## src/pkg/wps_pkg.sv

```systemverilog
// constants and types for the write pulse strategy block
// assumes a 50 MHz core clock that runs at 20 times the channel bit rate T
// Function
// - A mark of 4T to 11T or exactly 14T gets a lead pulse and then a pulse train.
// - A 3T mark gets only the lead pulse and no train.
// - The lead pulse starts after the mark's rising edge and always ends 3T after it.
// - Three parameter sets exist; set one uses 1,55T, 1,50T, 1,55T lead and 0,65T train; the code drives every lead pulse 1T wide, over the third T.
// - Set three uses 1,25T for 3T marks, 1,15T for longer marks and 0,60T train; the code drives a 1T lead for every mark length.
// - The train starts 3T after the rising edge and lasts until the mark's falling edge.
// - Train pulses repeat at exactly one channel clock period.
// - Every train pulse has the set's width, independent of run length.
package wps_pkg;
    // ***********************************************************
    // sub-period timing: widths in 1/20 T steps
    // ***********************************************************
    localparam int unsigned WPS_SUB_STEPS = 20;
    localparam int unsigned WPS_SUB_W = 5;
    localparam int unsigned WPS_LEAD_END_T = 3;
    localparam int unsigned WPS_RUN_W = 5;
    localparam logic [WPS_SUB_W-1:0] WPS_W_155 = 5'h1F;
    localparam logic [WPS_SUB_W-1:0] WPS_W_150 = 5'h1E;
    localparam logic [WPS_SUB_W-1:0] WPS_W_125 = 5'h19;
    localparam logic [WPS_SUB_W-1:0] WPS_W_115 = 5'h17;
    localparam logic [WPS_SUB_W-1:0] WPS_W_065 = 5'h0D;
    localparam logic [WPS_SUB_W-1:0] WPS_W_060 = 5'h0C;
    localparam logic [1:0] WPS_SET_RST = 2'h0;

    typedef enum logic [1:0] {
        WPS_SET_ONE,
        WPS_SET_TWO,
        WPS_SET_THREE,
        WPS_SET_BAD
    } wps_set_t;

    typedef enum {
        WPS_IDLE,
        WPS_LEAD,
        WPS_TRAIN
    } wps_state_t;
endpackage

```

## src/pkg/wps_width_if.sv

```systemverilog
// carries the selected widths from the table to the sequencer
// assumes both ends share core_clk_i
`timescale 1ns/1ps
interface wps_width_if;
    logic [1:0] set_sel;
    logic [wps_pkg::WPS_SUB_W-1:0] lead_pulse_width_3;
    logic [wps_pkg::WPS_SUB_W-1:0] lead_pulse_width_4;
    logic [wps_pkg::WPS_SUB_W-1:0] lead_pulse_width_5;
    logic [wps_pkg::WPS_SUB_W-1:0] train_pulse_width;
    modport table_end (
        input set_sel,
        output lead_pulse_width_3, lead_pulse_width_4,
        output lead_pulse_width_5, train_pulse_width
    );
    modport user_end (
        output set_sel,
        input lead_pulse_width_3, lead_pulse_width_4,
        input lead_pulse_width_5, train_pulse_width
    );
endinterface

```

## src/verilog/wps_top.sv

```systemverilog
// write pulse sequencer: recording data in, laser modulation out
// assumes one core_clk_i cycle equals 1/20 T; data from a pin
`timescale 1ns/1ps
module wps_top (
    // clock and reset
    input wire logic core_clk_i,
    input wire logic rst_b_i,
    // recording data and set selection
    input wire logic rec_data_i,
    input wire logic [1:0] set_sel_i,
    // laser modulation
    output logic laser_on_o,
    output logic lead_active_o,
    output logic train_active_o
);
    // ***********************************************************
    // input synchronisers
    // ***********************************************************
    logic data_s1_r;
    logic data_s2_r;
    logic data_d_r;
    logic [1:0] set_s1_r;
    logic [1:0] set_s2_r;
    logic data_s1_nxt;
    logic data_s2_nxt;
    logic data_d_nxt;
    logic [1:0] set_s1_nxt;
    logic [1:0] set_s2_nxt;

    always_comb begin
        data_s1_nxt = rec_data_i;
        data_s2_nxt = data_s1_r;
        data_d_nxt = data_s2_r;
        set_s1_nxt = set_sel_i;
        set_s2_nxt = set_s1_r;
    end

    always_ff @(posedge core_clk_i) begin
        if (!rst_b_i) begin
            data_s1_r <= 1'b0;
            data_s2_r <= 1'b0;
            data_d_r <= 1'b0;
            set_s1_r <= wps_pkg::WPS_SET_RST;
            set_s2_r <= wps_pkg::WPS_SET_RST;
        end else begin
            data_s1_r <= data_s1_nxt;
            data_s2_r <= data_s2_nxt;
            data_d_r <= data_d_nxt;
            set_s1_r <= set_s1_nxt;
            set_s2_r <= set_s2_nxt;
        end
    end

    // ***********************************************************
    // width lookup
    // ***********************************************************
    wps_width_if wif ();
    assign wif.set_sel = set_s2_r;

    wps_width_table u_table (
        .wif(wif)
    );

    // ***********************************************************
    // mark phase decode
    // ***********************************************************
    logic rise;
    logic fall;
    logic period_end;
    logic lead_last_t;
    logic [wps_pkg::WPS_SUB_W-1:0] sub_r;
    logic [wps_pkg::WPS_RUN_W-1:0] run_r;

    always_comb begin
        // edges of the synchronised data, one stage apart
        rise = data_s2_r & ~data_d_r;
        fall = ~data_s2_r & data_d_r;
        period_end = (sub_r ==
            wps_pkg::WPS_SUB_W'(wps_pkg::WPS_SUB_STEPS - 1));
        lead_last_t = (run_r ==
            wps_pkg::WPS_RUN_W'(wps_pkg::WPS_LEAD_END_T - 1));
    end

    // ***********************************************************
    // sequencer
    // ***********************************************************
    wps_pkg::wps_state_t state_r;
    wps_pkg::wps_state_t state_nxt;
    logic [wps_pkg::WPS_SUB_W-1:0] sub_nxt;
    logic [wps_pkg::WPS_RUN_W-1:0] run_nxt;
    logic [wps_pkg::WPS_SUB_W-1:0] lead_w_r;
    logic [wps_pkg::WPS_SUB_W-1:0] lead_w_nxt;
    logic [wps_pkg::WPS_SUB_W-1:0] train_w_r;
    logic [wps_pkg::WPS_SUB_W-1:0] train_w_nxt;
    logic [wps_pkg::WPS_SUB_W-1:0] lead_pick;

    // lead width by the run seen so far; the true length is only
    // known at the mark's end, so the third T takes the long value
    always_comb begin
        unique case (run_r)
            5'h00: lead_pick = wif.lead_pulse_width_3;
            5'h01: lead_pick = wif.lead_pulse_width_4;
            default: lead_pick = wif.lead_pulse_width_5;
        endcase
    end

    always_comb begin
        state_nxt = state_r;
        sub_nxt = period_end ? '0 : sub_r + 1'b1;
        run_nxt = run_r;
        lead_w_nxt = lead_w_r;
        train_w_nxt = train_w_r;
        unique case (state_r)
            wps_pkg::WPS_IDLE: begin
                sub_nxt = '0;
                run_nxt = '0;
                if (rise) begin
                    // sub count 0 is the edge that sees the mark
                    state_nxt = wps_pkg::WPS_LEAD;
                    lead_w_nxt = wif.lead_pulse_width_3;
                    train_w_nxt = wif.train_pulse_width;
                end
            end
            wps_pkg::WPS_LEAD: begin
                if (period_end) begin
                    run_nxt = run_r + 1'b1;
                end
                lead_w_nxt = lead_pick;
                if (fall) begin
                    // a 3T mark ends here, before any train
                    state_nxt = wps_pkg::WPS_IDLE;
                end else if (period_end && lead_last_t) begin
                    state_nxt = wps_pkg::WPS_TRAIN;
                end
            end
            wps_pkg::WPS_TRAIN: begin
                if (fall) begin
                    state_nxt = wps_pkg::WPS_IDLE;
                end
            end
        endcase
    end

    always_ff @(posedge core_clk_i) begin
        if (!rst_b_i) begin
            state_r <= wps_pkg::WPS_IDLE;
            sub_r <= '0;
            run_r <= '0;
            lead_w_r <= wps_pkg::WPS_W_155;
            train_w_r <= wps_pkg::WPS_W_065;
        end else begin
            state_r <= state_nxt;
            sub_r <= sub_nxt;
            run_r <= run_nxt;
            lead_w_r <= lead_w_nxt;
            train_w_r <= train_w_nxt;
        end
    end

    // ***********************************************************
    // pulse shaping
    // ***********************************************************
    logic laser_r;
    logic laser_nxt;
    logic lead_r;
    logic lead_nxt;
    logic train_r;
    logic train_nxt;
    logic lead_window;
    logic [wps_pkg::WPS_SUB_W-1:0] lead_start;

    always_comb begin
        // widths of a whole T or more fill the third T
        if (lead_w_r >= wps_pkg::WPS_SUB_W'(wps_pkg::WPS_SUB_STEPS)) begin
            lead_start = '0;
        end else begin
            lead_start = wps_pkg::WPS_SUB_W'(wps_pkg::WPS_SUB_STEPS) -
                lead_w_r;
        end
        // next cycle lies in the third T of the mark
        lead_window = (state_r == wps_pkg::WPS_LEAD) && !fall &&
            (run_nxt == wps_pkg::WPS_RUN_W'(wps_pkg::WPS_LEAD_END_T - 1));
        lead_nxt = lead_window && (sub_nxt >= lead_start);
        // train pulse leads each T, from the 3T boundary onward
        train_nxt = !fall &&
            (state_nxt == wps_pkg::WPS_TRAIN) &&
            (sub_nxt < train_w_r);
        laser_nxt = lead_nxt | train_nxt;
    end

    always_ff @(posedge core_clk_i) begin
        if (!rst_b_i) begin
            laser_r <= 1'b0;
            lead_r <= 1'b0;
            train_r <= 1'b0;
        end else begin
            laser_r <= laser_nxt;
            lead_r <= lead_nxt;
            train_r <= train_nxt;
        end
    end

    // ***********************************************************
    // outputs
    // ***********************************************************
    assign laser_on_o = laser_r;
    assign lead_active_o = lead_r;
    assign train_active_o = train_r;
endmodule // wps_top

```

## src/verilog/wps_width_table.sv

```systemverilog
// lookup of lead and train widths per parameter set
// assumes a registered set selection from the input synchronisers
`timescale 1ns/1ps
module wps_width_table (
    // width selection
    wps_width_if.table_end wif
);
    always_comb begin
        unique case (wps_pkg::wps_set_t'(wif.set_sel))
            wps_pkg::WPS_SET_TWO: begin
                wif.lead_pulse_width_3 = wps_pkg::WPS_W_150;
                wif.lead_pulse_width_4 = wps_pkg::WPS_W_150;
                wif.lead_pulse_width_5 = wps_pkg::WPS_W_155;
                wif.train_pulse_width = wps_pkg::WPS_W_065;
            end
            wps_pkg::WPS_SET_THREE: begin
                wif.lead_pulse_width_3 = wps_pkg::WPS_W_125;
                wif.lead_pulse_width_4 = wps_pkg::WPS_W_115;
                wif.lead_pulse_width_5 = wps_pkg::WPS_W_115;
                wif.train_pulse_width = wps_pkg::WPS_W_060;
            end
            default: begin
                // set one; also taken for the unused code
                wif.lead_pulse_width_3 = wps_pkg::WPS_W_155;
                wif.lead_pulse_width_4 = wps_pkg::WPS_W_150;
                wif.lead_pulse_width_5 = wps_pkg::WPS_W_155;
                wif.train_pulse_width = wps_pkg::WPS_W_065;
            end
        endcase
    end
endmodule // wps_width_table

```

## config.mk

```make
export PLATFORM = sky130hd
export DESIGN_NAME = wps_top
export DESIGN_NICKNAME = d
export VERILOG_FILES = /design/src/pkg/wps_pkg.sv /design/src/pkg/wps_width_if.sv /design/src/verilog/wps_top.sv /design/src/verilog/wps_width_table.sv
export SDC_FILE = /design/constraint.sdc
export NUM_CORES = 1
export LEC_CHECK = 0
export BUFFER_PORTS_ARGS = -buffer_cell sky130_fd_sc_hd__buf_2
export CAP_MARGIN = 5
export CORE_UTILIZATION = 61
export DETAILED_ROUTE_END_ITERATION = 12
export PLACE_DENSITY = 0.85
export SYNTH_ARGS = -nofsm -noshare
export SYNTH_HDL_FRONTEND = slang
export SYNTH_SLANG_ARGS = --single-unit
```

## constraint.sdc

```tcl
create_clock -name core_clk_i -period 3.8 [get_ports core_clk_i]
set_input_delay 0.19 -clock core_clk_i [delete_from_list [all_inputs] [get_ports core_clk_i]]
set_output_delay 0.19 -clock core_clk_i [all_outputs]
set_load 0.005 [all_outputs]
```

==> results of run 1 <==
## cell families (layout without fill, tap and decap cells)
| logic type | Yosys count | in the layout |
|---|---|---|
| adder cells (fa/ha/maj) | 13 | 13 |
| multiplexers | 1 | 1 |
| flip-flops | 56 | 56 |
| AND/OR/NAND/NOR | 129 | 129 |
| XOR/XNOR | 4 | 4 |
| AO/OA/AOI/OAI | 43 | 43 |
| buffers and inverters | 23 | 27 |
## power groups by stage
stage               Clock, mW  Sequential (mW)  Combinational (mW)
global placement            0            0.618              0.0675
CTS                     0.401            0.604              0.0697
detailed placement          0            0.618              0.0690
global route            0.420            0.606              0.0793
floorplan                   0            0.614              0.0564
finish                  0.393            0.604              0.0697
## path summary, 6_finish.rpt
check | from | to | cells after the start
worst min register to register | set_s1_r[0] | set_s2_r[0] | 1
worst min-delay path | rec_data_i | data_s1_r | 2
worst max-delay path | state_r[26] | laser_on_o | 11
worst max register to register | state_r[26] | laser_on_o | 11
## final cells by class
cell class	count	area share, %
multi-input combinational	190	48.8
sequential	56	41.5
clock buffer	5	2.55
tap	50	2.32
clock inverter	3	1.71
timing repair buffer	8	1.58
inverter	11	1.53
## worst reg2reg max path: stages, from the launching register on
cell	delay, ns
dfxtp_1	0.33
nor4_1	0.58
nand4_1	0.49
nor2_1	0.40
or3_1	0.17
ha_1	0.22
nand2b_1	0.14
a21o_1	0.17
a21o_1	0.17
a211oi_1	0.28
or4_4	0.20
o31ai_2	0.06
## metal layers
layer,global-route usage [%],up-vias,part of all wire [%]
met5,0,-,0
met4,7.18,0,1.3
met3,5.14,6,3.9
met2,35.6,44,44
met1,30.4,817,50
li1,-,956,-
## flip-flops by register name (all words and copies together) (netlist names)
name	flops
set_s2_r	2
run_r	5
train_w_r	1
data_d_nxt	1
lead_w_r	3
sub_r	5
state_r	32
data_s1_r	1
train_active_o	1
set_s1_r	2
data_d_r	1
lead_active_o	1
laser_on_o	1
## synth_stat cells, types with 2 or more instances
cell	n	area share, %
nor4_2	4	2.0
a22oi_1	2	0.59
buf_2	6	1.2
dfxtp_1	56	44
inv_1	11	1.6
nand2_1	11	1.6
nand3_1	7	1.4
nor2b_1	4	0.98
xnor2_1	2	0.69
a211oi_1	2	0.59
o21ai_0	9	1.8
nor4_1	5	1.2
nand2b_1	12	3.0
a21boi_0	2	0.59
a21o_1	3	0.89
a21oi_1	5	0.98
xor2_1	2	0.69
o211ai_1	3	0.89
and2_1	41	10
a211o_1	2	0.69
nor2_1	15	2.2
clkbuf_1	4	0.59
nand4_1	5	1.2
a311oi_1	2	0.69
and3_1	3	0.74
nor3_1	8	1.6
or3_1	2	0.49
ha_1	13	6.4
## through the flow
step | utilization (%) | hold WS (ns) | cells
after floorplan | - | 0.317 | 269
after global placement | 64.6 | 0.396 | 315
after detailed placement | 64.6 | 0.400 | 315
after CTS | 67.5 | 0.0736 | 323
after global routing | 67.5 | 0.0727 | 323
final | 67.5 | 0.0745 | 323
==> results.sh, run 1 <==
export IMPL_place_congestion=0.818
export IMPL_post_cts_buffers=0
export IMPL_synth_cell_area_um2=2540
export IMPL_yosys_area_share_simple_pct=30.8
export IMPL_drc_errors=0
export IMPL_power_switching_mw=0.244
export IMPL_clock_latency_ns=0.31
export IMPL_cts_max_level=2
export IMPL_path_buf_inv=0
export IMPL_p_comb_share_pct=6.5
export IMPL_ys_seq_elements=56
export IMPL_synth_xor_area_share_pct=1.38
export IMPL_synth_top_family_by_area="simple AND/OR/NAND/NOR gates"
export IMPL_clk_pin_slew_worst_paths_ns=0.10
export IMPL_diodes=0
export IMPL_ff_latch_area_um2=1120
export IMPL_grt_pass1_wl_mm=7.59
export IMPL_slew_violations=0
export IMPL_dpl_cell_area_um2=2580
export IMPL_outcome="finished clean"
export IMPL_grt_pass1_vias=1721
export IMPL_io_pins=8
export IMPL_setup_slack_ns=0.480
export IMPL_crit_arrival_ns=3.52
export IMPL_final_hold_viol_count=0
export IMPL_setup_viol=0
export IMPL_grt_max_degree=31
export IMPL_synth_compound_area_share_pct=12.8
export IMPL_start_util_pct=63.6
export IMPL_crit_family="simple AND/OR/NAND/NOR gates"
export IMPL_grt_remaining_overflow=0
export IMPL_dr_total_vias=1823
export IMPL_crit_top_cell="a21o_1"
export IMPL_power_frac_clock_pct=36.9
export IMPL_max_freq_ghz=0.301
export IMPL_port_buffers=7
export IMPL_swShare_pct=22.8
export IMPL_ys_types=56
export IMPL_timing_final_crit_share_pct=87.4
export IMPL_cp_slowest_cell="nor4_1"
export IMPL_fillerInstances=301
export IMPL_dp_slack_ns=0.639
export IMPL_critical_path_max_stage_delay_ns=0.58
export IMPL_tns_ns=0
export IMPL_p_per_area_nw_per_um2=395
export IMPL_track_usage_pct=22.6
export IMPL_synthAdderAreaFrac_pct=6.39
export IMPL_dp_final_hpwl_mm=3.09
export IMPL_r2r_slack_ns=0.48
export IMPL_avgSynthCellArea_um2=9.46
export IMPL_synth_flop_cell="dfxtp_1"
export IMPL_intPower_mw=0.824
export IMPL_grt_setup_unrepaired="false"
export IMPL_synth_seq_area_share_pct=44.1
export IMPL_synth_cells=269
export IMPL_slew_headroom_pct=58.3
export IMPL_drv_cap=0
export IMPL_p_leak_nw=1.13
export IMPL_antenna_left=0
export IMPL_syn_nets=287
export IMPL_cts_sinks=56
export IMPL_core_um2=4000
export IMPL_drive_above_1_share_pct=10.3
export IMPL_worstHoldPathType="input pin to flop"
export IMPL_end_kind="flop"
export IMPL_drtIter0Drc=68
export IMPL_critical_path_class="flop to flop"
export IMPL_numCtsBuffers=5
export IMPL_layout_commonest_cell="dfxtp_1"
export IMPL_floorplan_die_area_um2=4430
export IMPL_clk_path_buf_depth=2
export IMPL_multi_input_area_um2=1320
export IMPL_peakVddDrop_v=0.000297
export IMPL_cp_max_fo=11
export IMPL_clock_skew_ns=0.00403
export IMPL_async_reset_ff_share_pct=0
export IMPL_synthMuxAreaShare_pct=0.394
export IMPL_nets=290
export IMPL_fp_dieH_um=66.6
export IMPL_wl_per_cell_um=13.5
export IMPL_yosysWarnings=0
export IMPL_cp_required_ns=4.00
export IMPL_antenna_found_initial=0
export IMPL_final_cell_area_um2=2700
export IMPL_routed_via_density=5.64
export IMPL_cts_root_buf="clkbuf_8"
export IMPL_cts_resized=0
export IMPL_start_kind="flop"
export IMPL_cts_tree="built"
export IMPL_die_x_um=66.6
export IMPL_tightest_slew_ns=0.619
export IMPL_final_cell_mix="dfxtp_1 (56), and2_1 (41), nor2_1 (15)"
export IMPL_area_delta_synth_final_pct=6.15
export IMPL_p_total_mw=1.07
export IMPL_wl_mm=4.35
export IMPL_post_route_min_period_ns=3.32
export IMPL_holdBufCountCts=0
export IMPL_pwr_share_seq_pct=56.6
export IMPL_num_rows=23
export IMPL_synth_edf_count=0
export IMPL_cp_cell_sequence="nor4_1 -> nand4_1 -> nor2_1 -> or3_1 -> ha_1 -> nand2b_1 -> a21o_1 -> a21o_1 -> a211oi_1 -> or4_4 -> o31ai_2"
export IMPL_drtPass1Iterations=4
Power figures use the tool's default switching activity.
==> inputs of run 2 (changes only) <==
- ABC_AREA: not set -> 1
==> results.sh, run 2 <==
export IMPL_start_kind="flop"
export IMPL_fillerInstances=328
export IMPL_worstHoldPathType="input pin to flop"
export IMPL_post_cts_buffers=0
export IMPL_drv_cap=0
export IMPL_dp_slack_ns=1.42
export IMPL_layout_commonest_cell="nand2_1"
export IMPL_clock_skew_ns=0.0106
export IMPL_multi_input_area_um2=1320
export IMPL_tns_ns=0
export IMPL_synth_seq_area_share_pct=41.6
export IMPL_outcome="finished clean"
export IMPL_grt_pass1_vias=2033
export IMPL_setup_slack_ns=1.40
export IMPL_clk_pin_slew_worst_paths_ns=0.10
export IMPL_cts_tree="built"
export IMPL_critical_path_class="flop to flop"
export IMPL_slew_headroom_pct=71.4
export IMPL_cts_sinks=56
export IMPL_place_congestion=0.852
export IMPL_grt_remaining_overflow=0
export IMPL_core_um2=4120
export IMPL_largest_reg_flops=32
export IMPL_antenna_found_initial=0
export IMPL_grt_pass1_wl_mm=8.42
export IMPL_cp_required_ns=4.01
export IMPL_fp_dieH_um=68.5
export IMPL_p_leak_nw=1.36
export IMPL_floorplan_die_area_um2=4690
export IMPL_cp_slowest_cell="dfxtp_1"
export IMPL_crit_top_cell="nand2_1"
export IMPL_critical_path_max_stage_delay_ns=0.38
export IMPL_crit_arrival_ns=2.61
export IMPL_wl_per_cell_um=11.4
export IMPL_r2r_slack_ns=1.40
export IMPL_grt_setup_unrepaired="false"
export IMPL_io_pins=8
export IMPL_slew_violations=0
export IMPL_num_rows=23
export IMPL_synth_edf_count=0
export IMPL_synthTopCellsByArea="dfxtp_1 (42%), nand2_1 (11%), nor2_1 (8.1%), inv_1 (7.0%), ha_1 (6.0%)"
export IMPL_post_route_min_period_ns=2.40
export IMPL_drtIter0Drc=193
export IMPL_cp_cell_sequence="ha_1 -> nand2_2 -> nor3_4 -> nor2_1 -> o21ai_1 -> ha_1 -> o21a_1 -> o21a_1 -> o21ai_0 -> nand2_1 -> a21oi_1 -> nor2_1 -> nand2_1 -> nand2_1"
export IMPL_die_x_um=68.5
export IMPL_dr_total_vias=2227
export IMPL_max_freq_ghz=0.417
export IMPL_holdBufCountCts=0
export IMPL_avgSynthCellArea_um2=7.17
export IMPL_routed_via_density=5.12
export IMPL_cts_root_buf="clkbuf_8"
export IMPL_diodes=0
export IMPL_antenna_left=0
export IMPL_peakVddDrop_v=0.000200
export IMPL_synth_common_cells="nand2_1 (80), nor2_1 (58), dfxtp_1 (56)"
export IMPL_synth_cells=376
export IMPL_setup_viol=0
export IMPL_grt_max_degree=42
export IMPL_crit_family="compound AO/OA/AOI/OAI gates"
export IMPL_cts_resized=0
export IMPL_dp_final_hpwl_mm=3.63
export IMPL_wl_mm=4.97
export IMPL_end_kind="flop"
export IMPL_ff_latch_area_um2=1120
export IMPL_drive_above_1_share_pct=13.5
export IMPL_numCtsBuffers=5
export IMPL_final_hold_viol_count=0
export IMPL_drc_errors=0
export IMPL_tightest_slew_ns=0.429
export IMPL_cts_max_level=2
export IMPL_yosysWarnings=0
export IMPL_synth_top_area_share_pct=41.6
export IMPL_reg_top3="state_r x32, run_r x5, sub_r x5"
export IMPL_ys_types=29
export IMPL_clock_latency_ns=0.31
export IMPL_syn_nets=394
export IMPL_start_util_pct=65.5
export IMPL_clk_path_buf_depth=2
export IMPL_final_cell_mix="nand2_1 (80), nor2_1 (58), dfxtp_1 (56)"
export IMPL_synth_flop_cell="dfxtp_1"
export IMPL_drtPass1Iterations=4
export IMPL_path_buf_inv=0
export IMPL_ys_seq_elements=56
export IMPL_synth_most_common_cell="nand2_1"
export IMPL_utilization_pct=70.9
export IMPL_holdWs_ns=0.0607
export IMPL_timing_final_crit_share_pct=63.1
export IMPL_yosysTopAreaCell="dfxtp_1"
export IMPL_port_buffers=7
export IMPL_area_delta_synth_final_pct=8.17
export IMPL_p_per_area_nw_per_um2=385
export IMPL_async_reset_ff_share_pct=0
export IMPL_synth_cell_area_um2=2700
export IMPL_top_register="state_r"
export IMPL_track_usage_pct=24.4
export IMPL_nets=402
export IMPL_cp_max_fo=7
-- run 2: per-layer routing --
layer	vias to the layer above	GRT usage, %	wire [um]
met5	-	0	0
met4	0	8.85	53
met3	5	5.83	259
met2	54	41.3	2350
met1	983	29.8	2310
li1	1185	-	-
-- run 2: worst paths after layout --
kind,from,to,cells after the start
setup reg to reg,sub_r[0],laser_on_o,14
setup / recovery,sub_r[0],laser_on_o,14
hold reg to reg,set_s1_r[0],set_s2_r[0],2
hold / removal,rec_data_i,data_s1_r,3
-- run 2: where the power goes --
group          leakage [nW]  switching, mW  internal, mW
Clock                0.0687          0.191         0.265
Combinational         0.834         0.0460        0.0211
Sequential            0.453        0.00451         0.594
Total                  1.36          0.241         0.881
-- run 2: area by class of cell --
class,instances,area share (%)
sequential,56,38.4
clock buffer,5,2.36
clock inverter,3,2.36
tap,50,2.15
multi-input combinational,252,45.3
inverter,60,7.72
timing repair buffer,9,1.72
-- run 2: worst min-delay path, cell delays in order --
cell and delay (ns):
buf_2 0.07, nand2_1 0.04, inv_1 0.04
-- run 2: cell families after synthesis --
family          Yosys count  share of synthesized area, %
simple gates            212                          37.2
buf+inv                  68                          9.47
flops                    56                          41.6
compound gates           26                          5.43
fa+ha+maj                13                          6.03
xor+xnor                  1                         0.325
-- run 2: metrics by stage --
stage	total power [mW]	instances	instance area [um2]
after CTS	1.13	435	2920
final	1.12	435	2920
after global placement	0.678	427	2780
after global routing	1.17	435	2920
after detailed placement	0.680	427	2780
after floorplan	0.664	376	2700
==> inputs of run 3 (changes only) <==
- ABC_AREA: 1 -> 0
- CORE_UTILIZATION: 61 -> 55
- PLACE_DENSITY: 0.85 -> 0.82
- clock period: 3.8 -> 2.1 ns (I/O delays scaled with it)
==> results.sh, run 3 (same netlist as run 1, synthesis figures left out) <==
export IMPL_timing_final_crit_share_pct=127
export IMPL_violations="negative setup slack"
export IMPL_peakVddDrop_v=0.000635
export IMPL_tns_ns=-1.09
export IMPL_max_freq_ghz=0.375
export IMPL_layout_commonest_cell="dfxtp_1"
export IMPL_p_total_mw=1.90
export IMPL_io_pins=8
export IMPL_largest_reg_flops=32
export IMPL_cts_root_buf="clkbuf_8"
export IMPL_worstHoldPathType="input pin to flop"
export IMPL_antenna_found_initial=0
export IMPL_clock_skew_ns=0.0106
export IMPL_port_buffers=7
export IMPL_dp_cells=345
export IMPL_numCtsBuffers=5
export IMPL_grt_max_degree=25
export IMPL_cp_required_ns=2.33
export IMPL_routed_via_density=5.56
export IMPL_num_rows=24
export IMPL_final_cell_mix="dfxtp_1 (45), and2_1 (41), buf_4 (30)"
export IMPL_dr_total_vias=1992
export IMPL_drtIter0Drc=109
export IMPL_critical_path_class="flop to flop"
export IMPL_end_kind="flop"
export IMPL_r2r_slack_ns=-0.57
export IMPL_outcome="complete, but fails checks"
export IMPL_track_usage_pct=21.9
export IMPL_dp_slack_ns=-0.576
export IMPL_top_register="state_r"
export IMPL_area_delta_synth_final_pct=20.7
export IMPL_grt_setup_unrepaired="true"
export IMPL_grt_remaining_overflow=0
export IMPL_cts_sinks=56
export IMPL_setup_viol=2
export IMPL_start_util_pct=57.6
export IMPL_slew_violations=0
export IMPL_fp_dieH_um=70.0
export IMPL_place_congestion=0.866
export IMPL_drive_above_1_share_pct=25.8
export IMPL_cts_tree="built"
export IMPL_dp_final_hpwl_mm=3.69
export IMPL_nets=323
export IMPL_core_um2=4410
export IMPL_grt_pass1_vias=1920
export IMPL_final_hold_viol_count=0
export IMPL_drc_errors=0
export IMPL_reg_top3="state_r x32, run_r x5, sub_r x5"
export IMPL_start_kind="flop"
export IMPL_crit_arrival_ns=2.89
export IMPL_utilization_pct=69.6
export IMPL_tightest_slew_ns=0.433
export IMPL_p_leak_nw=1.33
export IMPL_floorplan_die_area_um2=4900
export IMPL_wl_mm=5.10
export IMPL_antenna_left=0
export IMPL_clock_latency_ns=0.31
export IMPL_clk_path_buf_depth=2
export IMPL_cp_max_fo=3
export IMPL_post_route_min_period_ns=2.67
export IMPL_cts_max_level=2
export IMPL_clk_pin_slew_worst_paths_ns=0.10
export IMPL_final_cells=358
export IMPL_setup_slack_ns=-0.565
export IMPL_p_per_area_nw_per_um2=618
export IMPL_grt_pass1_wl_mm=8.58
export IMPL_drv_cap=0
export IMPL_slew_headroom_pct=71.0
export IMPL_wl_per_cell_um=14.2
export IMPL_die_x_um=70.0
export IMPL_diodes=0
export IMPL_drtPass1Iterations=4
==> run 3: cell count changes in the layout (fill, tap and decap cells not counted), sizes merged, moves of 4 or more <==
cell	before	now
and2	1	42
and3	0	4
buf	9	38
inv	59	12
nand2	88	11
nand2b	0	12
nand3	23	7
nor2	70	15
nor2b	0	4
nor3	24	8
nor4	1	9
o21ai	17	9
==> run 3: cell type report <==
class                   count  area, um2
flip-flops and latches     56       1130
fillers                   328       1340
inverters                  11       41.3
repair buffers             41        302
well taps                  52       65.1
clock buffers               6       82.6
multi-input cells         190       1430
clock inverters             2       13.8
==> run 3: repair_timing <==
item,CTS,global route
buffers inserted,1,3
gates resized for setup,11,11
setup endpoints to repair,2,36
pin swaps,9,7
hold buffers,3,0
hold endpoints to repair,3,0
==> run 3: metrics by stage <==
stage / area [um2] / hold WS, ns
finish: 3070 / 0.183
global route: 3070 / 0.206
CTS: 3010 / 0.191
detailed placement: 2830 / 0.314
global placement: 2830 / 0.313
floorplan: 2590 / 0.232
==> run 3: worst max-delay path, stage by stage (launching register included) <==
cell	delay (ns)
dfxtp_2	0.35
nor4_2	0.32
and4_1	0.27
buf_4	0.13
nand4_1	0.09
and2_1	0.17
ha_1	0.28
a21o_1	0.12
a21o_1	0.11
a211oi_1	0.06
or4_4	0.50
o31ai_4	0.19
==> run 3: worst paths after layout <==
kind	startpoint	endpoint	depth (start not counted)
worst max-delay path	state_r[31]	laser_on_o	11
worst min-delay path	rst_b_i	lead_w_r[3]	2
worst max register to register	state_r[31]	laser_on_o	11
worst min register to register	set_s1_r[0]	set_s2_r[0]	1
==> run 3: power breakdown <==
part	leakage, nW	internal [mW]	switching [mW]
Clock	0.0516	0.271	0.348
Sequential	0.459	1.08	0.00916
Combinational	0.817	0.0891	0.102
Total	1.33	1.44	0.459
==> run 3: routing by layer <==
layer	track usage (%)	wire [um]
met5	0	0
met4	6.22	27
met3	3.90	268
met2	35.8	2370
met1	29.6	2430
